`src/scmc_cfg.svh`:
```
// Purpose: constants for the serial configuration and mode control block
// Assumes: core_clk at 100 MHz
// Notes:   definitions only
`ifndef SCMC_CFG_SVH
`define SCMC_CFG_SVH
`define SCMC_WORD_W      16
`define SCMC_DATA_W      14
`define SCMC_ADDR_W      2
`define SCMC_ADDR_PLL    2'h0
`define SCMC_ADDR_CHAN   2'h1
`define SCMC_ADDR_TEST   2'h2
// the one address that selects no register
`define SCMC_ADDR_NONE   2'h3
// bus idle levels {strobe, data, clk}: strobe high, clock low
`define SCMC_BUS_IDLE    3'h4
// filter calibration after leaving standby, in core_clk cycles (256 us)
`define SCMC_CAL_CYCLES  25600
`define SCMC_DATA_RST    14'h0000
`define SCMC_WORD_RST    16'h0000
// second intermediate frequency in kHz, the shift applied between rx and tx
`define SCMC_IF2_KHZ     1024
`define SCMC_STEP_KHZ    1024
`define SCMC_LO_OFFSET   14'h0001
`endif

```
`src/scmc_pkg.sv`:
```
// Purpose: types for the serial configuration and mode control block
// Assumes: scmc_cfg.svh provides widths
// Notes:   mode enum is one-hot
`default_nettype none
`include "scmc_cfg.svh"
package scmc_pkg;
  typedef enum logic [2:0] {
    SCMC_STANDBY  = 3'b001,
    SCMC_RECEIVE  = 3'b010,
    SCMC_TRANSMIT = 3'b100
  } scmc_mode_e;
  typedef struct packed {
    logic [`SCMC_DATA_W-1:0] pll_cfg;
    logic [`SCMC_DATA_W-1:0] chan;
    logic [`SCMC_DATA_W-1:0] test_cfg;
  } scmc_regs_s;
  typedef struct packed {
    logic strobe;
    logic data;
    logic clk;
  } scmc_bus_s;
endpackage : scmc_pkg
`default_nettype wire

```
`src/scmc_top.sv`:
```
// Purpose: three-wire write-only configuration bus and mode pin decode
// Assumes: bus pins asynchronous to core_clk; bus clock period >= 50 ns
// Notes:   all pins pass two flops; edges found on the synchronised copies
//
// Contract
// - on a rising strobe the shift register is committed to the register.
// - with the strobe high, data and clock are ignored and the shifter holds.
// - data is shifted in on each rising bus clock while the strobe is low.
// - chip-active low means standby regardless of receive-select.
// - chip-active high selects receive if receive-select is 1, else transmit.
// - a write to register 1 retunes the channel at any time.
// - the local oscillator shifts by the second IF between rx and tx.
// - each word is a 14-bit data field then a 2-bit address field.
// - configuration registers are write-only with no read path.
`default_nettype none
`include "scmc_cfg.svh"
module scmc_top
  import scmc_pkg::*;
(
  input  wire logic                    core_clk,
  input  wire logic                    sys_rst,
  input  wire logic                    cfg_strobe,
  input  wire logic                    cfg_data,
  input  wire logic                    cfg_clk,
  input  wire logic                    chip_active_select,
  input  wire logic                    receive_select,
  output var  scmc_regs_s              cfg_regs,
  output var  scmc_mode_e              mode,
  output var  logic [`SCMC_DATA_W-1:0] lo_word,
  output var  logic                    rx_power,
  output var  logic                    tx_power
);

////////////////////////////////////////////////////////////////////////////////
  // two-flop synchronisers; first stage feeds only the second
  scmc_bus_s  bus_m_q;
  scmc_bus_s  bus_s_q;
  scmc_bus_s  bus_p_q;
  logic [1:0] pin_m_q;
  logic [1:0] pin_s_q;

  always_ff @(posedge core_clk or posedge sys_rst) begin
    if (sys_rst) begin
      // reset to the idle levels, so a high strobe is no false rise
      bus_m_q <= `SCMC_BUS_IDLE;
      bus_s_q <= `SCMC_BUS_IDLE;
      bus_p_q <= `SCMC_BUS_IDLE;
      pin_m_q <= '0;
      pin_s_q <= '0;
    end else begin
      bus_m_q <= '{strobe: cfg_strobe, data: cfg_data, clk: cfg_clk};
      bus_s_q <= bus_m_q;
      bus_p_q <= bus_s_q;
      pin_m_q <= {chip_active_select, receive_select};
      pin_s_q <= pin_m_q;
    end
  end

  logic clk_rise;
  logic strobe_rise;
  assign clk_rise    = bus_s_q.clk & ~bus_p_q.clk;
  assign strobe_rise = bus_s_q.strobe & ~bus_p_q.strobe;

////////////////////////////////////////////////////////////////////////////////
  // shifter, msb arrives first so it ends at the top bit
  logic [`SCMC_WORD_W-1:0] shift_q;
  logic [`SCMC_WORD_W-1:0] shift_d;

  always_comb begin
    shift_d = shift_q;
    if (clk_rise && !bus_s_q.strobe) begin
      shift_d = {shift_q[`SCMC_WORD_W-2:0], bus_s_q.data};
    end
  end

  always_ff @(posedge core_clk or posedge sys_rst) begin
    if (sys_rst) begin
      shift_q <= `SCMC_WORD_RST;
    end else begin
      shift_q <= shift_d;
    end
  end

////////////////////////////////////////////////////////////////////////////////
  // commit on strobe rise; no read path exists by design
  logic [`SCMC_DATA_W-1:0] word_data;
  logic [`SCMC_ADDR_W-1:0] word_addr;
  assign word_data = shift_q[`SCMC_WORD_W-1:`SCMC_ADDR_W];
  assign word_addr = shift_q[`SCMC_ADDR_W-1:0];

  always_ff @(posedge core_clk or posedge sys_rst) begin
    if (sys_rst) begin
      cfg_regs <= '{`SCMC_DATA_RST, `SCMC_DATA_RST, `SCMC_DATA_RST};
    end else if (strobe_rise) begin
      case (word_addr)
        `SCMC_ADDR_PLL:  cfg_regs.pll_cfg  <= word_data;
        `SCMC_ADDR_CHAN: cfg_regs.chan     <= word_data;
        `SCMC_ADDR_TEST: cfg_regs.test_cfg <= word_data;
        default: ;
      endcase
    end
  end

////////////////////////////////////////////////////////////////////////////////
  // mode decode from synchronised pins
  scmc_mode_e mode_d;
  always_comb begin
    case (pin_s_q)
      2'b00, 2'b01: mode_d = SCMC_STANDBY;
      2'b11:        mode_d = SCMC_RECEIVE;
      2'b10:        mode_d = SCMC_TRANSMIT;
      default:      mode_d = SCMC_STANDBY;
    endcase
  end

  always_ff @(posedge core_clk or posedge sys_rst) begin
    if (sys_rst) begin
      mode     <= SCMC_STANDBY;
      rx_power <= 1'b0;
      tx_power <= 1'b0;
    end else begin
      mode     <= mode_d;
      rx_power <= (mode_d == SCMC_RECEIVE);
      tx_power <= (mode_d == SCMC_TRANSMIT);
    end
  end

////////////////////////////////////////////////////////////////////////////////
  // lo word in 1.024 MHz steps; receive sits one second-if step below
  // the channel, so the lo moves by exactly one step at each rx/tx swap
  logic [`SCMC_DATA_W-1:0] chan_nx;
  always_comb begin
    chan_nx = (mode_d == SCMC_RECEIVE && mode_d != SCMC_STANDBY) ?
              cfg_regs.chan - `SCMC_LO_OFFSET : cfg_regs.chan;
  end

  always_ff @(posedge core_clk or posedge sys_rst) begin
    if (sys_rst) begin
      lo_word <= `SCMC_DATA_RST;
    end else begin
      lo_word <= chan_nx;
    end
  end

////////////////////////////////////////////////////////////////////////////////
  // checks
  property p_shift_hold;
    @(posedge core_clk) disable iff (sys_rst)
    bus_s_q.strobe |=> (shift_q == $past(shift_q));
  endproperty
  a_shift_hold: assert property (p_shift_hold)
    else $error("shifter moved while strobe high");

  property p_shift_in;
    @(posedge core_clk) disable iff (sys_rst)
    (clk_rise && !bus_s_q.strobe) |=>
      (shift_q[0] == $past(bus_s_q.data));
  endproperty
  a_shift_in: assert property (p_shift_in)
    else $error("bus bit not shifted in");

  property p_chan_commit;
    @(posedge core_clk) disable iff (sys_rst)
    (strobe_rise && word_addr == `SCMC_ADDR_CHAN) |=>
      (cfg_regs.chan == $past(word_data));
  endproperty
  a_chan_commit: assert property (p_chan_commit)
    else $error("channel register not loaded");

  property p_commit;
    @(posedge core_clk) disable iff (sys_rst)
    (strobe_rise && word_addr == `SCMC_ADDR_PLL) |=>
      (cfg_regs.pll_cfg == $past(word_data));
  endproperty
  a_commit: assert property (p_commit)
    else $error("pll register not loaded");

  property p_discard;
    @(posedge core_clk) disable iff (sys_rst)
    (strobe_rise && word_addr == `SCMC_ADDR_NONE) |=> $stable(cfg_regs);
  endproperty
  a_discard: assert property (p_discard)
    else $error("undefined address changed a register");

  property p_no_strobe;
    @(posedge core_clk) disable iff (sys_rst)
    !strobe_rise |=> $stable(cfg_regs);
  endproperty
  a_no_strobe: assert property (p_no_strobe)
    else $error("register changed without strobe");

  property p_standby;
    @(posedge core_clk) disable iff (sys_rst)
    !pin_s_q[1] |=> (mode == SCMC_STANDBY && !rx_power && !tx_power);
  endproperty
  a_standby: assert property (p_standby)
    else $error("not in standby with chip inactive");

  property p_active;
    @(posedge core_clk) disable iff (sys_rst)
    pin_s_q[1] |=>
      (mode == ($past(pin_s_q[0]) ? SCMC_RECEIVE : SCMC_TRANSMIT));
  endproperty
  a_active: assert property (p_active)
    else $error("wrong active mode");

  property p_lo_shift;
    @(posedge core_clk) disable iff (sys_rst)
    (mode == SCMC_RECEIVE) |->
      (lo_word == $past(cfg_regs.chan) - `SCMC_LO_OFFSET);
  endproperty
  a_lo_shift: assert property (p_lo_shift)
    else $error("lo not offset in receive");

  // outside receive the lo sits on the channel itself
  property p_lo_tx;
    @(posedge core_clk) disable iff (sys_rst)
    (mode != SCMC_RECEIVE) |-> (lo_word == $past(cfg_regs.chan));
  endproperty
  a_lo_tx: assert property (p_lo_tx)
    else $error("lo not on channel outside receive");

  c_rx: cover property (@(posedge core_clk) mode == SCMC_RECEIVE);
  c_tx: cover property (@(posedge core_clk)
    mode == SCMC_RECEIVE ##[1:300] mode == SCMC_TRANSMIT);
  c_wr: cover property (@(posedge core_clk)
    strobe_rise && word_addr == `SCMC_ADDR_CHAN);
  c_discard: cover property (@(posedge core_clk)
    strobe_rise && word_addr == `SCMC_ADDR_NONE);

endmodule : scmc_top
`default_nettype wire

```
`config.mk`:
```
export PLATFORM = sky130hd
export DESIGN_NAME = scmc_top
export DESIGN_NICKNAME = d
export VERILOG_FILES = /design/src/scmc_pkg.sv /design/src/scmc_top.sv
export VERILOG_INCLUDE_DIRS = /design/src
export SDC_FILE = /design/constraint.sdc
export NUM_CORES = 1
export LEC_CHECK = 0
export ABC_AREA = 1
export BUFFER_PORTS_ARGS = -buffer_cell sky130_fd_sc_hd__clkbuf_2
export CORE_ASPECT_RATIO = 0.5
export CORE_UTILIZATION = 49
export DETAILED_ROUTE_END_ITERATION = 12
export PLACE_DENSITY = 0.78
export SYNTH_ARGS = -nofsm -noshare
export SYNTH_HDL_FRONTEND = slang
export SYNTH_SLANG_ARGS = --single-unit
```
`constraint.sdc`:
```
create_clock -name core_clk -period 3.1 [get_ports core_clk]
set_input_delay 0.93 -clock core_clk [delete_from_list [all_inputs] [get_ports core_clk]]
set_output_delay 0.93 -clock core_clk [all_outputs]
set_load 0.01 [all_outputs]
```
==> out/qor.csv <==
stage,metric,value,unit
clock_network,clk_latency,0.33,ns
cells_and_area,fin_cells,480,
sta,finClkSkew,0.01130,ns
synthesis,synth-seq-area-share,61.87,%
cells_and_area,synthToLayoutAreaGrowth,19.30,%
worst_setup_path,crit_family,flip-flops,
pwr,power,0.003158,W
clock_network,cts_tree,built,
drt,via_count,2274,
pwr,peakVddDrop,0.0002787,V
die,fp-row-count,21,
synthesis,avgSynthCellArea,11.20,µm²
synthesis,yosys.area.top_type_share,58.89,%
drt,routed_wl,6042,µm
clock_network,htree_num_levels,3,
sta,final_max_slew_viol_count,0,
placed_design,gp_congestion,0.8544,
min_path,hold_depth,0,
synthesis,synthTopCellsByArea,"dfrtp_1 59%, o21ai_2 10%, nand2_1 7.4%",
cells_and_area,antennaDiodeCount,0,
global_routing,grt_pass1_vias,2009,
clock_network,cts_buffers,9,
cells_and_area,ff_latch_area,2182,µm²
worst_setup_path,cp-end-kind,output port,
synthesis,yosysTopAreaCell,dfrtp_1,
synthesis,synth_nets,323,
synthesis,ys_types,28,
synthesis,ys_ff_latch,87,
synthesis,synth_cells,315,
die,dieArea,7562,µm²
clock_network,clkSinkCount,87,
cells_and_area,drive_gt1_share,41.49,%
drt,wl_met3,396,µm
placed_design,dp.cells,464,
global_routing,grt.total_usage,17.37,%
die,die_y,62.00,µm
global_routing,grt_antenna_before_repair,0,
worst_setup_path,worst-r2r-cell-count,5,
worst_setup_path,slowest_stage,dfrtp_1,
worst_setup_path,path_max_fanout,6,
worst_setup_path,cp.depth,1,
die,start_util,51.63,%
sta,setup_tns,0,ns
global_routing,grt_max_degree,88,
clock_network,post-cts-setup-buffer-count,0,
worst_setup_path,setup.worst_path.start_class,flip-flop,
worst_setup_path,worstSetupPathType,reg2out,
die,coreArea,6832,µm²
min_path,min_path_type,reg2reg,
synthesis,syn_area,3527,µm²
status,outcome,finished clean,
drt,top_layer,met4,
sta,finalHoldViolations,0,
placed_design,portBuffers,67,
drt,first_pass_iters,4,
worst_setup_path,critical_path.max_stage_delay,0.47,ns
drt,antenna_left,0,
cells_and_area,multi_input_area,1120,µm²
sta,finalCriticalPeriod,1.917,ns
clock_network,clock_path_buffers,2,
worst_setup_path,crit_buf_inv,1,
pwr,p_per_area,750.5,nW/µm²
global_routing,grt_pass1_wl,9425,µm
clock_network,cts.hold.buffers_added,0,
die,die_w,122.0,µm
run,maxCapViolCount,0,
clock_network,cts_resized,0,
die,pin_count,68,
drt,remaining_drc_errors,0,
worst_setup_path,rrSetupSlack,1.62,ns
drt,wl_met2,2870,µm
drt,wire_per_inst,12.59,µm
cells_and_area,nFillCells,563,
sta,setup_violations,0,
sta,finalCritPeriodShare,61.83,%
sta,worstMarginPinSlew,0.5327,ns
worst_setup_path,arrival,0.99,ns
drt,wl_met1,2736,µm
sta,slew_headroom,64.29,%
drt,viasPerCell,4.738,
clock_network,cts.clk_slew.worst_paths,0.06,ns
worst_setup_path,crit_chain,clkbuf_2,
sta,rsz0062_at_grt,no,
global_routing,grt-ovfl-total,0,
synthesis,ys_warn_count,0,
placed_design,dp_hpwl,4299,µm
pwr,leakagePower,2.092,nW
sta,max_freq,0.5217,GHz
drt,drt_iter0_drc,192,
worst_setup_path,cp.required,2.17,ns
cells_and_area,nets,391,
clock_network,cts_root_buf,clkbuf_16,
-- Yosys cell counts (all sizes together) --
master,number
inv,32
nand3b,2
dfrtp,83
xnor2,1
xor2,4
a21oi,1
nand2,86
clkinv,2
nand3,10
nand4,4
o21ai,58
dfstp,4
nor3,1
ha,1
buf,10
nor2,15
clkbuf,1
-- power breakdown --
part | internal, W | switching [W] | total, W
Clock | 0.000667 | 0.000401 | 0.00107
Sequential | 0.00131 | 0.000110 | 0.00142
Combinational | 0.000250 | 0.000417 | 0.000668
-- worst reg2reg max path, cell delays in order, from the launching register on --
cell and delay [ns]:
dfstp_2 0.53, inv_2 0.06, nor2_8 0.13, nand3_4 0.34, nand2_1 0.22, o21ai_2 0.07
-- cell families after synthesis --
logic type | synth area share (%)
buffers and inverters | 6.385
XOR/XNOR | 1.242
AND/OR/NAND/NOR | 17.31
adder cells (fa/ha/maj) | 0.3547
AO/OA/AOI/OAI | 12.84
flip-flops | 61.87
-- state kept, by name (all words and copies together) (netlist names) --
| name | cells |
|---|---|
| bus_p_q | 2 |
| mode | 3 |
| lo_word | 14 |
| pin_s_q | 2 |
| cfg_regs | 42 |
| pin_m_q | 2 |
| bus_m_q | 3 |
| bus_s_q | 3 |
| shift_q | 16 |
-- final cells by class --
| cell class | count | share of cell area (%) |
|---|---|---|
| clock buffer | 13 | 6.185 |
| clock inverter | 3 | 1.011 |
| inverter | 34 | 3.152 |
| multi-input combinational | 183 | 26.61 |
| sequential | 87 | 51.86 |
| tap | 92 | 2.736 |
| timing repair buffer | 68 | 8.445 |
-- per-layer routing --
layer / vias to the layer above / track usage (%)
li1: 1133 / -
met1: 1072 / 23.23
met2: 65 / 25.91
met3: 4 / 5.748
met4: 0 / 8.818
met5: - / 0
-- path summary, 6_finish.rpt --
| kind | from | to |
|---|---|---|
| min in group asynchronous | sys_rst | shift_q[3] |
| setup / recovery | cfg_regs[22] | cfg_regs[22] |
| hold / removal | pin_m_q[0] | pin_s_q[0] |
| hold reg to reg | pin_m_q[0] | pin_s_q[0] |
| max in group asynchronous | sys_rst | mode[0] |
| setup reg to reg | bus_s_q[2] | cfg_regs[38] |
-- cell usage in the layout, fill, tap and decap left out --
master and n:
o21ai_2 42, inv_1 28, nand3_4 3, nand2_2 16, o21ai_0 16, a21oi_1 1
clkbuf_16 9, clkinv_2 2, nor2_4 1, clkinv_1 1, clkbuf_1 2, xor2_1 4
nand4_1 4, buf_12 1, clkinvlp_4 2, inv_2 3, clkbuf_2 67, nor2_1 8
nor2_8 2, dfrtp_1 83, nand2_1 70, ha_1 1, nor3_2 1, dfstp_2 4
nand3_1 7, nand3b_2 1, nand3b_1 1, clkbuf_8 2, bufinv_16 1, xnor2_1 1
nor2_2 4
-- per-stage QoR --
| step | setup WS, ns | hold slack [ns] | utilization, % | area (µm²) |
|---|---|---|---|---|
| after global placement | 1.560 | 0.3316 | 57.16 | 3905 |
| final | 1.183 | 0.3455 | 61.59 | 4208 |
| after detailed placement | 1.539 | 0.3347 | 57.16 | 3905 |
| after floorplan | 1.165 | 0.3312 | - | 3531 |
| after CTS | 1.167 | 0.3477 | 61.59 | 4208 |
| after global routing | 1.128 | 0.3514 | 61.59 | 4208 |
(Power assumes the default switching activity.)
